### config.mk
export PLATFORM = sky130hd
export DESIGN_NAME = cba_exec
export DESIGN_NICKNAME = d
export VERILOG_FILES = /design/src/rtl/cba_pkg.sv /design/src/rtl/cba_regfile_if.sv /design/src/rtl/cba_regfile.sv /design/src/rtl/cba_exec.sv
export VERILOG_INCLUDE_DIRS = /design/src /design/src/rtl
export SDC_FILE = /design/constraint.sdc
export NUM_CORES = 2
export LEC_CHECK = 0
export ABC_AREA = 1
export BUFFER_PORTS_ARGS = -buffer_cell sky130_fd_sc_hd__buf_2
export CORE_UTILIZATION = 60
export DETAILED_ROUTE_END_ITERATION = 10
export PLACE_DENSITY = 0.87
export SYNTH_ARGS = -nofsm -noshare
export SYNTH_HDL_FRONTEND = slang
export SYNTH_SLANG_ARGS = --single-unit
### constraint.sdc
create_clock -name CLOCK -period 25.4 [get_ports CLOCK]
set_input_delay 3.81 -clock CLOCK [delete_from_list [all_inputs] [get_ports CLOCK]]
set_output_delay 3.81 -clock CLOCK [all_outputs]
set_load 0.05 [all_outputs]
### src/rtl/cba_defines.svh
`ifndef CBA_DEFINES_SVH
`define CBA_DEFINES_SVH
// condition code register address and flag bit positions
`define CBA_CC_ADDR 8'h00_D5
`define CBA_FLAG_C 7
`define CBA_FLAG_Z 6
`define CBA_FLAG_S 5
`define CBA_FLAG_V 4
`define CBA_FLAG_D 3
`define CBA_FLAG_H 2
`define CBA_CC_RESET 8'h00_00
// opcodes
`define CBA_OP_CARRY_TOGGLE 8'h00_EF
`define CBA_OP_ZFILL_R 8'h00_B0
`define CBA_OP_ZFILL_IR 8'h00_B1
`define CBA_OP_INV_R 8'h00_60
`define CBA_OP_INV_IR 8'h00_61
`define CBA_OP_CMP_RR 8'h00_A2
`define CBA_OP_CMP_RIR 8'h00_A3
`define CBA_OP_CMP_GG 8'h00_A4
`define CBA_OP_CMP_GIR 8'h00_A5
`define CBA_OP_CMP_IM 8'h00_A6
`define CBA_OP_MATCH_BR 8'h00_C2
`define CBA_OP_MISMATCH_BR 8'h00_D2
`define CBA_OP_BCD_R 8'h00_40
`define CBA_OP_BCD_IR 8'h00_41
// cycle counts
`define CBA_CYC_SHORT 5'd4
`define CBA_CYC_MED 5'd6
`define CBA_CYC_BR_TAKEN 5'd18
`define CBA_CYC_BR_NOT 5'd16
// working register bank base
`define CBA_WORK_BASE 8'h00_C0
`endif

### src/rtl/cba_pkg.sv
package cba_pkg;
	typedef enum logic [2:0] {
		CBA_IDLE,
		CBA_PTR,
		CBA_READ,
		CBA_EXEC,
		CBA_WAIT
	} cba_state_e;
endpackage

### src/rtl/cba_regfile_if.sv
interface cba_regfile_if;
	logic [7:0] ra;
	logic [7:0] rd;
	logic we;
	logic [7:0] wa;
	logic [7:0] wd;
	modport core (output ra, input rd, output we, output wa, output wd);
	modport mem (input ra, output rd, input we, input wa, input wd);
endinterface

### src/rtl/cba_regfile.sv
module cba_regfile (
	input wire logic CLOCK,
	cba_regfile_if.mem rf
);
	logic [7:0] mem [0:255];
	logic [7:0] rdata;

	// synchronous write, registered read
	always_ff @(posedge CLOCK) begin
		if (rf.we) begin
			mem[rf.wa] <= rf.wd;
		end
		rdata <= mem[rf.ra];
	end

	assign rf.rd = rdata;
endmodule

### src/rtl/cba_exec.sv
`include "cba_defines.svh"
// Notes on behaviour
// - EF toggles carry only, four cycles
// - carry lives in flag register D5
// - B0/B1 write zero, flags untouched
// - 60/61 write one's complement
// - invert: Z,S from result, V cleared
// - compare writes no operand back
// - compare sets C,Z,S,V from difference
// - compare opcodes A2..A6 with cycle counts
// - C2 branches when operands equal
// - step-branch bumps pointer, no flag change
// - D2 branches when operands differ
// - step-branch: 18 taken, 16 not
// - after add, add 00/06/60/66
// - after subtract, add 00/FA/A0/9A
// - 40/41 adjust: C,Z,S set, V undefined
// - pointer mode reads address from register
module cba_exec (
	input wire logic CLOCK,
	input wire logic RESET_N,
	input wire logic START,
	input wire logic [7:0] OPCODE,
	input wire logic [7:0] OPERAND1,
	input wire logic [7:0] OPERAND2,
	input wire logic [7:0] OPERAND3,
	input wire logic [15:0] PC_NEXT,
	input wire logic [7:0] REG_ADDR,
	input wire logic [7:0] REG_WDATA,
	input wire logic REG_WR,
	input wire logic REG_RD,
	output logic [7:0] REG_RDATA,
	output logic BUSY,
	output logic DONE,
	output logic PC_LOAD,
	output logic [15:0] PC_VALUE,
	output logic ILLEGAL,
	output logic [7:0] FLAGS_OUT
);
	cba_regfile_if rf ();

	cba_regfile u_regfile (
		.CLOCK(CLOCK),
		.rf(rf)
	);

	cba_pkg::cba_state_e state, next_state;
	logic [7:0] flags, next_flags;
	logic [7:0] op, next_op;
	logic [7:0] dst_addr, next_dst_addr;
	logic [7:0] src_addr, next_src_addr;
	logic [7:0] ptr_addr, next_ptr_addr;
	logic [7:0] dst_val, next_dst_val;
	logic [7:0] rel, next_rel;
	logic [7:0] imm, next_imm;
	logic [1:0] phase, next_phase;
	logic [4:0] cnt, next_cnt;
	logic [15:0] pc_base, next_pc_base;
	logic busy, next_busy;
	logic done, next_done;
	logic pc_load, next_pc_load;
	logic [15:0] pc_value, next_pc_value;
	logic illegal, next_illegal;
	logic [7:0] rdata, next_rdata;
	logic rd_pend, next_rd_pend;
	logic [3:0] op_src_reg, next_op_src_reg;
	logic [7:0] ra;
	logic we;
	logic [7:0] wa;
	logic [7:0] wd;

	// 4-bit working register number into the working bank
	function automatic logic [7:0] work_addr(input logic [3:0] r);
		work_addr = `CBA_WORK_BASE | {4'h0, r};
	endfunction

	// does this opcode take a pointer-mode operand
	function automatic logic uses_ptr(input logic [7:0] o);
		uses_ptr = (o == `CBA_OP_ZFILL_IR) || (o == `CBA_OP_INV_IR) ||
			(o == `CBA_OP_CMP_RIR) || (o == `CBA_OP_CMP_GIR) ||
			(o == `CBA_OP_BCD_IR) || (o == `CBA_OP_MATCH_BR) ||
			(o == `CBA_OP_MISMATCH_BR);
	endfunction

	// z and s from a result byte
	function automatic logic [1:0] zs(input logic [7:0] v);
		zs = {v == 8'h00, v[7]};
	endfunction

	// decimal adjust: {carry, result}
	function automatic logic [8:0] bcd_fix(input logic [7:0] v, input logic c,
		input logic h, input logic sub);
		logic [7:0] corr;
		logic cout;
		corr = 8'h00;
		cout = 1'b0;
		if (!sub) begin
			if (c || v[7:4] > 4'h9 || (v[7:4] == 4'h9 && v[3:0] > 4'h9)) begin
				cout = 1'b1;
			end
			if (h || v[3:0] > 4'h9) begin
				corr = cout ? 8'h66 : 8'h06;
			end else begin
				corr = cout ? 8'h60 : 8'h00;
			end
		end else begin
			cout = c;
			if (h) begin
				corr = c ? 8'h9A : 8'hFA;
			end else begin
				corr = c ? 8'hA0 : 8'h00;
			end
		end
		bcd_fix = {cout, 8'(v + corr)};
	endfunction

	// read port: flag register captured on the strobe edge, file data from its read register
	always_comb begin
		next_rd_pend = REG_RD && (REG_ADDR == `CBA_CC_ADDR);
		next_rdata = rdata;
		if (REG_RD && (REG_ADDR == `CBA_CC_ADDR)) begin
			next_rdata = flags;
		end
	end

	// sequencer and datapath next state
	always_comb begin
		logic [8:0] diff;
		logic [8:0] adj;
		logic [7:0] src_val;
		logic eq;
		diff = 9'h000;
		adj = 9'h000;
		src_val = 8'h00;
		eq = 1'b0;
		next_state = state;
		next_flags = flags;
		next_op = op;
		next_dst_addr = dst_addr;
		next_src_addr = src_addr;
		next_ptr_addr = ptr_addr;
		next_dst_val = dst_val;
		next_rel = rel;
		next_imm = imm;
		next_phase = phase;
		next_cnt = cnt;
		next_pc_base = pc_base;
		next_busy = busy;
		next_done = 1'b0;
		next_pc_load = 1'b0;
		next_pc_value = pc_value;
		next_illegal = 1'b0;
		ra = REG_ADDR;
		we = 1'b0;
		wa = REG_ADDR;
		wd = REG_WDATA;
		// software write to the flag register, or to the file
		if (REG_WR && state == cba_pkg::CBA_IDLE) begin
			if (REG_ADDR == `CBA_CC_ADDR) begin
				next_flags = REG_WDATA;
			end else begin
				we = 1'b1;
			end
		end
		if (cnt != 5'd0) begin
			next_cnt = 5'(cnt - 5'd1);
		end
		unique case (state)
			cba_pkg::CBA_IDLE: begin
				if (START) begin
					next_op = OPCODE;
					next_pc_base = PC_NEXT;
					next_busy = 1'b1;
					next_phase = 2'd1;
					next_imm = OPERAND2;
					next_rel = OPERAND3;
					next_cnt = `CBA_CYC_SHORT - 5'd1;
					next_state = cba_pkg::CBA_READ;
					case (OPCODE)
						`CBA_OP_CARRY_TOGGLE: begin
							next_flags[`CBA_FLAG_C] = ~flags[`CBA_FLAG_C];
							next_state = cba_pkg::CBA_WAIT;
						end
						`CBA_OP_CMP_RR, `CBA_OP_CMP_RIR: begin
							next_dst_addr = work_addr(OPERAND1[7:4]);
							next_src_addr = work_addr(OPERAND1[3:0]);
							if (OPCODE == `CBA_OP_CMP_RIR) begin
								next_cnt = `CBA_CYC_MED - 5'd1;
							end
						end
						`CBA_OP_CMP_GG, `CBA_OP_CMP_GIR: begin
							next_src_addr = OPERAND1;
							next_dst_addr = OPERAND2;
							next_cnt = `CBA_CYC_MED - 5'd1;
						end
						`CBA_OP_CMP_IM: begin
							next_dst_addr = OPERAND1;
							next_cnt = `CBA_CYC_MED - 5'd1;
						end
						`CBA_OP_MATCH_BR, `CBA_OP_MISMATCH_BR: begin
							next_src_addr = work_addr(OPERAND1[7:4]);
							next_dst_addr = work_addr(OPERAND1[3:0]);
							next_rel = OPERAND2;
							next_cnt = `CBA_CYC_BR_NOT - 5'd1;
						end
						`CBA_OP_ZFILL_R, `CBA_OP_ZFILL_IR, `CBA_OP_INV_R, `CBA_OP_INV_IR,
						`CBA_OP_BCD_R, `CBA_OP_BCD_IR: begin
							next_dst_addr = OPERAND1;
						end
						default: begin
							next_illegal = 1'b1;
							next_busy = 1'b0;
							next_done = 1'b1;
							next_state = cba_pkg::CBA_IDLE;
						end
					endcase
					// first read goes out on the start edge to save a cycle
					ra = next_dst_addr;
					if (uses_ptr(OPCODE)) begin
						next_state = cba_pkg::CBA_PTR;
						if (!(OPCODE inside {`CBA_OP_ZFILL_IR, `CBA_OP_INV_IR,
							`CBA_OP_BCD_IR})) begin
							ra = next_src_addr;
						end
					end
				end
			end
			cba_pkg::CBA_PTR: begin
				// pointer contents arrive; single-operand forms read the operand they name at once, two-operand forms read the destination first
				next_ptr_addr = rf.rd;
				next_phase = 2'd1;
				next_state = cba_pkg::CBA_READ;
				if (op inside {`CBA_OP_ZFILL_IR, `CBA_OP_INV_IR, `CBA_OP_BCD_IR}) begin
					next_dst_addr = rf.rd;
					ra = rf.rd;
				end else begin
					next_src_addr = rf.rd;
					ra = dst_addr;
				end
			end
			cba_pkg::CBA_READ: begin
				// destination data arrives, source read held until execute
				ra = src_addr;
				next_phase = 2'(phase + 2'd1);
				if (phase == 2'd1) begin
					next_dst_val = rf.rd;
					if (op inside {`CBA_OP_ZFILL_R, `CBA_OP_ZFILL_IR, `CBA_OP_INV_R,
						`CBA_OP_INV_IR, `CBA_OP_BCD_R, `CBA_OP_BCD_IR, `CBA_OP_CMP_IM}) begin
						next_state = cba_pkg::CBA_EXEC;
					end
				end
				if (phase == 2'd2) begin
					next_state = cba_pkg::CBA_EXEC;
				end
			end
			cba_pkg::CBA_EXEC: begin
				src_val = (op == `CBA_OP_CMP_IM) ? imm : rf.rd;
				diff = {1'b0, dst_val} - {1'b0, src_val};
				eq = (dst_val == src_val);
				next_state = cba_pkg::CBA_WAIT;
				// short pointer forms and the A2 register compare already used up their cycles
				if (cnt <= 5'd1) begin
					next_busy = 1'b0;
					next_done = 1'b1;
					next_state = cba_pkg::CBA_IDLE;
				end
				case (op)
					`CBA_OP_ZFILL_R, `CBA_OP_ZFILL_IR: begin
						we = 1'b1;
						wa = dst_addr;
						wd = 8'h00;
					end
					`CBA_OP_INV_R, `CBA_OP_INV_IR: begin
						we = 1'b1;
						wa = dst_addr;
						wd = ~dst_val;
						{next_flags[`CBA_FLAG_Z], next_flags[`CBA_FLAG_S]} = zs(~dst_val);
						next_flags[`CBA_FLAG_V] = 1'b0;
					end
					`CBA_OP_BCD_R, `CBA_OP_BCD_IR: begin
						adj = bcd_fix(dst_val, flags[`CBA_FLAG_C], flags[`CBA_FLAG_H],
							flags[`CBA_FLAG_D]);
						we = 1'b1;
						wa = dst_addr;
						wd = adj[7:0];
						next_flags[`CBA_FLAG_C] = adj[8];
						{next_flags[`CBA_FLAG_Z], next_flags[`CBA_FLAG_S]} = zs(adj[7:0]);
					end
					`CBA_OP_MATCH_BR, `CBA_OP_MISMATCH_BR: begin
						// pointer bumps either way, flags kept
						we = 1'b1;
						wa = work_addr(op_src_reg);
						wd = 8'(ptr_addr + 8'h01);
						if ((op == `CBA_OP_MATCH_BR) == eq) begin
							next_pc_value = 16'(pc_base + {{8{rel[7]}}, rel});
							next_cnt = 5'(cnt + `CBA_CYC_BR_TAKEN - `CBA_CYC_BR_NOT - 5'd1);
							next_pc_load = 1'b1;
						end
					end
					default: begin
						// compare: flags only, nothing written back
						next_flags[`CBA_FLAG_C] = diff[8];
						{next_flags[`CBA_FLAG_Z], next_flags[`CBA_FLAG_S]} = zs(diff[7:0]);
						next_flags[`CBA_FLAG_V] = (dst_val[7] != src_val[7]) &&
							(diff[7] != dst_val[7]);
					end
				endcase
			end
			cba_pkg::CBA_WAIT: begin
				// hold until the documented cycle count elapses
				if (cnt <= 5'd1) begin
					next_busy = 1'b0;
					next_done = 1'b1;
					next_state = cba_pkg::CBA_IDLE;
				end
			end
		endcase
	end

	// remember the source pointer register number for the step
	always_comb begin
		next_op_src_reg = op_src_reg;
		if (state == cba_pkg::CBA_IDLE && START) begin
			next_op_src_reg = OPERAND1[7:4];
		end
	end

	assign rf.ra = ra;
	assign rf.we = we;
	assign rf.wa = wa;
	assign rf.wd = wd;

	// register all state; unlisted flags simply carry over
	always_ff @(posedge CLOCK or negedge RESET_N) begin
		if (!RESET_N) begin
			state <= cba_pkg::CBA_IDLE;
			flags <= `CBA_CC_RESET;
			op <= 8'h00;
			dst_addr <= 8'h00;
			src_addr <= 8'h00;
			ptr_addr <= 8'h00;
			dst_val <= 8'h00;
			rel <= 8'h00;
			imm <= 8'h00;
			phase <= 2'd0;
			cnt <= 5'd0;
			pc_base <= 16'h0000;
			busy <= 1'b0;
			done <= 1'b0;
			pc_load <= 1'b0;
			pc_value <= 16'h0000;
			illegal <= 1'b0;
			rdata <= 8'h00;
			rd_pend <= 1'b0;
			op_src_reg <= 4'h0;
		end else begin
			state <= next_state;
			flags <= next_flags;
			op <= next_op;
			dst_addr <= next_dst_addr;
			src_addr <= next_src_addr;
			ptr_addr <= next_ptr_addr;
			dst_val <= next_dst_val;
			rel <= next_rel;
			imm <= next_imm;
			phase <= next_phase;
			cnt <= next_cnt;
			pc_base <= next_pc_base;
			busy <= next_busy;
			done <= next_done;
			pc_load <= next_pc_load;
			pc_value <= next_pc_value;
			illegal <= next_illegal;
			rdata <= next_rdata;
			rd_pend <= next_rd_pend;
			op_src_reg <= next_op_src_reg;
		end
	end

	assign REG_RDATA = rd_pend ? rdata : rf.rd;
	assign BUSY = busy;
	assign DONE = done;
	assign PC_LOAD = pc_load;
	assign PC_VALUE = pc_value;
	assign ILLEGAL = illegal;
	assign FLAGS_OUT = flags;
endmodule

# Word level (Yosys, flattened, before mapping)
# Memory sizes are Yosys's and may differ from the RTL's. A register that Yosys moved wholly into a read port is not among the register bits.
# Index checks and enable logic that the tools add are counted.
dict set report totals {
  output_inout_bits 36
  ram_bits 2048
  mem_count 1
  register_bits 123
  input_bits 69
}
# memory depth width rd rd_ports_with_merged_regs wr line
set mem_list {}
lappend mem_list {u_regfile.mem 256 8 1 1 1 cba_regfile.sv:5} ;# logic [7:0] mem [0:255];
dict set report op_classes {
  order_cmp 3
  add_sub_neg 9
  reduce_logical 51
  eq_ne 42
  mux 78
  bitwise 2
}
# op count
set op_table {}
lappend op_table {{2-to-1 mux 8 bit} 19}
lappend op_table {{equality test 8 bit (second input constant)} 16}
lappend op_table {{equality test 8 x 7 -> 1 bit (second input constant)} 8}
lappend op_table {{case mux 8 bit (4 select lines)} 2}
lappend op_table {{case mux 8 bit (2 select lines)} 3}
lappend op_table {{case mux 8 bit (3 select lines)} 2}
lappend op_table {{2-to-1 mux 7 bit} 4}
lappend op_table {{2-to-1 mux 3 bit} 9}
lappend op_table {{zero test 8 bit} 3}
lappend op_table {{2-to-1 mux 1 bit} 23}
lappend op_table {{2-to-1 mux 5 bit} 4}
lappend op_table {{OR reduction 6 bit} 3}
lappend op_table {{adder 16 bit} 1}
lappend op_table {{OR reduction 2 bit} 8}
lappend op_table {{case mux 3 bit (5 select lines)} 1}
lappend op_table {{OR reduction 14 bit} 1}
lappend op_table {{OR reduction 13 bit} 1}
lappend op_table {{case mux 2 bit (3 select lines)} 2}
lappend op_table {{case mux 4 bit (3 select lines)} 1}
lappend op_table {{case mux 1 bit (2 select lines)} 5}
lappend op_table {{case mux 5 bit (2 select lines)} 1}
lappend op_table {{AND reduction 2 bit} 5}
lappend op_table {{subtractor 5 x 1 -> 5 bit (second input constant)} 2}
lappend op_table {{logical OR 1 bit} 9}
lappend op_table {{36 further kinds} 52}

# Depth between registers and ports, before layout
dict set report depth {
  depth_word 16
  ltp_mapped 27
  mapped_depth_nobuf 25
}

# Modules after synthesis
# From an unflattened synthesis, not the netlist that was laid out.
dict set report hier_totals {
  cells_unflattened 8217
  area_unflattened_um2 92139.6
}
# module n_inst cells_per_inst area_per_inst_um2
set by_module_without_submodules {}
lappend by_module_without_submodules {cba_regfile 1 7003 83396.2}
lappend by_module_without_submodules {cba_exec 1 1214 8743.4}

# Least setup slack after synthesis
# Ideal clock, no wire load.
dict set report synth_path {
  kind {flip-flop to flip-flop}
  from {reg op[3]}
  to {mem u_regfile.mem[0][1] (data pin)}
  setup_slack_ns 11.431
  stages_incl_launch_ff 13
  required_time_ns 23.211
  t_arrival_ns 11.780
  path_buffers 1
  period_less_slack_ns 13.969
  cell_sequence {dfrtp_1 > nor2_1 > inv_1 > nor2_1 > inv_1 > nor2_1 > inv_2 > nand2_1 > nor2_1 > nor2_8 > clkinv_1 > clkbuf_1 > o21ai_0}
}
dict set report synth_between {
  elab_chain_len 4
  word_cells_on_any_way 14
}
# element line
set synth_rtl {}
lappend synth_rtl {{start, declared} cba_exec.sv:49} ;# logic [7:0] op, next_op;
lappend synth_rtl {{start signal, assigned} cba_exec.sv:359} ;# op <= next_op;
lappend synth_rtl {{equality test 8 bit / equality test 8 x 7 -> 1 bit (equally long branches)} cba_exec.sv:267} ;# case (op)
lappend synth_rtl {{OR reduction 2 bit (on tied branches)} -}
lappend synth_rtl {{case mux 8 bit (4 select lines) *} cba_exec.sv:267}
lappend synth_rtl {{2-to-1 mux 8 bit *} cba_exec.sv:168} ;# unique case (state)
lappend synth_rtl {{net rf.wd[1]} cba_regfile_if.sv:6} ;# logic [7:0] wd;
lappend synth_rtl {{end, declared} cba_regfile.sv:5}
# Mark *: on every way through the listed nets, which the timed path passes. The rest lies on a longest branch.

# Worst setup path after layout
dict set report layout_path {
  from {in OPCODE[0]}
  to {reg u_regfile.rdata[0], in the netlist u_regfile.rf.rd[0] (read register of u_regfile.mem)}
}
dict set report layout_between {
  elab_chain_len 10
  word_cells_on_any_way 30
}
# element line
set layout_rtl {}
lappend layout_rtl {{start, declared} cba_exec.sv:23} ;# input wire logic [7:0] OPCODE,
lappend layout_rtl {{branches (longest 7 deep; another with equality test 8 bit)} -}
lappend layout_rtl {{2-to-1 mux 8 bit *} cba_exec.sv:219} ;# if (uses_ptr(OPCODE)) begin
lappend layout_rtl {{2-to-1 mux 8 bit *} cba_exec.sv:170} ;# if (START) begin
lappend layout_rtl {{case mux 8 bit (3 select lines) *} cba_exec.sv:168}
lappend layout_rtl {{end, declared} cba_regfile.sv:6} ;# logic [7:0] rdata;
# Mark *: on every way between the ends.
# A chain may end at the register's enable or synchronous reset.

==> impl_metrics.env <==
export IMPL_dr_first_iter_drc_count=11572
export IMPL_yosysUniqueCellTypes=55
export IMPL_finalClockSkew_ns=0.0627
export IMPL_setup_viol=0
export IMPL_grt_pass1_wl_um=413000
export IMPL_ant_nets=0
export IMPL_root_buffer="clkbuf_16"
export IMPL_synthFlopType="edfxtp_1"
export IMPL_power_density_nw_per_um2=141
export IMPL_postSynthCellCount=9215
export IMPL_core_area_um2=161000
export IMPL_cp_arrival_ns=11.85
export IMPL_pwr_share_clk_pct=20.4
export IMPL_syn2layout_area_growth_pct=8.45
export IMPL_port_buffer_count=104
export IMPL_rsz0062_at_grt="no"
export IMPL_crit_path_frequent_cell="nand3_1"
export IMPL_synth_mux_area_fraction_pct=0.0230
export IMPL_fin_cells=11387
export IMPL_place_inst=10994
export IMPL_cts_tree="yes"
export IMPL_synth_compound_area_share_pct=2.65
export IMPL_ys_seq_area_share_pct=66.2
export IMPL_synthArstFlopShare_pct=5.64
export IMPL_num_rows=147
export IMPL_switching_share_pct=48.4
export IMPL_num_io_pins=105
export IMPL_switchingPower_w=0.00722
export IMPL_cp_num_buf_inv=7
export IMPL_period_minus_slack_ns=11.06
export IMPL_dpl_worst_slack_ns=13.87
export IMPL_ys_warn_count=0
export IMPL_path_max_fanout=142
export IMPL_post_cts_buffers=0
export IMPL_first_pass_iters=7
export IMPL_regMostFlops="u_regfile.mem"
export IMPL_fin_nets=9153
export IMPL_final_cell_mix="edfxtp_1 (2048), nand2_1 (2017), nand3_1 (1809)"
export IMPL_power_share_combinational_pct=51.7
export IMPL_synth_area_um2=97700
export IMPL_cts_buffer_depth=3
export IMPL_grt_antenna_before_repair=12
export IMPL_cts_resized=0
export IMPL_max_slew_margin_pct=7.96
export IMPL_clkTransAtPathRegs_ns=0.06
export IMPL_cp_slowest_cell="buf_4"
export IMPL_slew_viol_final=0
export IMPL_status="finished clean"
export IMPL_final_common_cell="edfxtp_1"
export IMPL_grt_pass1_vias=69503
export IMPL_maxCapViolCount=0
export IMPL_hp_class="flop to flop"
export IMPL_p_int_w=0.00769
export IMPL_cts_sinks=2179
export IMPL_synth_edf_count=2048
export IMPL_setup_ws_ns=14.34
export IMPL_drc=0
export IMPL_gp_congestion=0.932
export IMPL_finalCritPeriodShare_pct=43.6
export IMPL_drt_wl_total_um=275000
export IMPL_hold_viol=0
export IMPL_syn_area_per_cell_um2=10.6
export IMPL_crit_family="buffers and inverters"
export IMPL_path_class="input pin to flop"
export IMPL_total_power_w=0.0149
export IMPL_numCtsBuffers=209
export IMPL_htreeDepth=4
export IMPL_overflow=0
export IMPL_die_y_um=406
export IMPL_die_area_um2=164000
export IMPL_tns_ns=0
export IMPL_synth_top_family_by_area="simple AND/OR/NAND/NOR gates"
export IMPL_hold_slack_ns=0.479
export IMPL_grt_max_degree=213
export IMPL_vdd_drop_max_uv=193
export IMPL_fmax_ghz=0.0904
export IMPL_crit_path_max_incr_delay_ns=0.89
export IMPL_detail_route_wl_per_cell_um=24.2
export IMPL_synth_xor_area_share_pct=0.260
export IMPL_final_layout_size_suffix_gt1_share_pct=5.90
export IMPL_vias=71638
export IMPL_synth_seq_cells=2179
export IMPL_critPathLaunchType="input pin"
export IMPL_tightest_slew_ns=1.38
export IMPL_cp_end_kind="flop"
export IMPL_viasPerCell=6.29
export IMPL_grt_usage_pct=33.3
export IMPL_power_leakage_nw=41.5
export IMPL_cts_hold_buffers_added=0
export IMPL_power_frac_seq_pct=27.9
export IMPL_synth_nets=9323
export IMPL_start_util_pct=60.7
export IMPL_insertion_delay_ns=0.90
export IMPL_synth_simple_area_share_pct=23.1
export IMPL_largest_reg_flops=2048
export IMPL_cp_required_ns=26.19
export IMPL_dieWidth_um=406
export IMPL_dp_hpwl_um=154000
export IMPL_yosys_area_share_adder_pct=0.515
-- cell type report --
class / instances / area, um^2
inverter: 1165 / 4380
multi-input combinational: 5298 / 26200
tap: 2160 / 2700
clock buffer: 270 / 5500
timing repair buffer: 192 / 1350
clock inverter: 118 / 1140
antenna: 5 / 12.5
fill: 11135 / 55100
sequential: 2179 / 64700
-- power groups by stage --
| stage | clock network (W) | logic (W) | registers (W) |
|---|---|---|---|
| after floorplan | 0 | 0.00504 | 0.00427 |
| after global placement | 0 | 0.00712 | 0.00422 |
| after detailed placement | 0 | 0.00731 | 0.00423 |
| after CTS | 0.00304 | 0.00740 | 0.00415 |
| after global routing | 0.00318 | 0.00811 | 0.00416 |
| final | 0.00305 | 0.00770 | 0.00416 |
-- per-stage QoR --
| step | cell area [um^2] | util (%) |
|---|---|---|
| 3_5_place_dp | 99300 | 61.6 |
| 3_3_place_gp | 99300 | 61.6 |
| 5_1_grt | 106000 | 65.8 |
| 6_report | 106000 | 65.8 |
| 2_1_floorplan | 97700 | - |
| 4_1_cts | 106000 | 65.8 |
-- logic make-up (layout without fill, tap and decap cells) --
kind of cell / Yosys count / count (layout)
simple gates: 4812 / 4812
flops: 2179 / 2179
buf+inv: 1738 / 1745
compound gates: 416 / 416
fa+ha+maj: 39 / 39
xor+xnor: 29 / 29
mux: 2 / 2
other cells: 0 / 5
-- worst register-to-register path, delay by kind of cell (launching register included) --
kind                   cells  cell delay [ns]
buffers and inverters      7             4.57
flip-flops                 1             0.41
AND/OR/NAND/NOR           15             4.74
-- worst paths after layout --
path | startpoint | end | slack, ns | cells past startpoint
max in group asynchronous | RESET_N | dst_val[0] | 21.00 | 2
worst min-delay path | PC_VALUE[14] | PC_VALUE[14] | 0.48 | 2
min in group asynchronous | RESET_N | PC_LOAD | 2.99 | 1
worst min register to register | PC_VALUE[14] | PC_VALUE[14] | 0.48 | 2
worst max register to register | state[1] | u_regfile.rf.rd[0] | 15.61 | 22
worst max-delay path | OPCODE[0] | u_regfile.rf.rd[0] | 14.34 | 25
-- routing by layer --
layer | vias to the layer above | part of all wire, % | global-route usage, %
met1 | 33940 | 34 | 42.5
met2 | 5505 | 45 | 51.2
li1 | 31040 | - | -
met3 | 1139 | 14 | 8.79
met5 | - | 0.10 | 0.922
met4 | 14 | 6.5 | 20.2
-- Yosys cell counts, drive strengths merged (5+ instances only) --
cell type,n,area [um^2]
edfxtp,2048,61500
nand2,2031,7650
nand3,1810,9060
inv,1160,4350
nand3b,560,4200
buf,424,2120
nor2,379,1460
clkbuf,149,559
o21ai,145,748
dfrtp,123,3080
o211ai,117,878
a21oi,78,398
ha,37,463
xor2,19,166
a22oi,18,135
o22ai,16,100
nor3,14,70.1
nand4,11,75.1
xnor2,10,87.6
a211oi,9,67.6
dfxtp,8,160
o21bai,7,52.6
o221ai,6,52.6
clkinv,5,18.8
(Power assumes the default switching activity.)
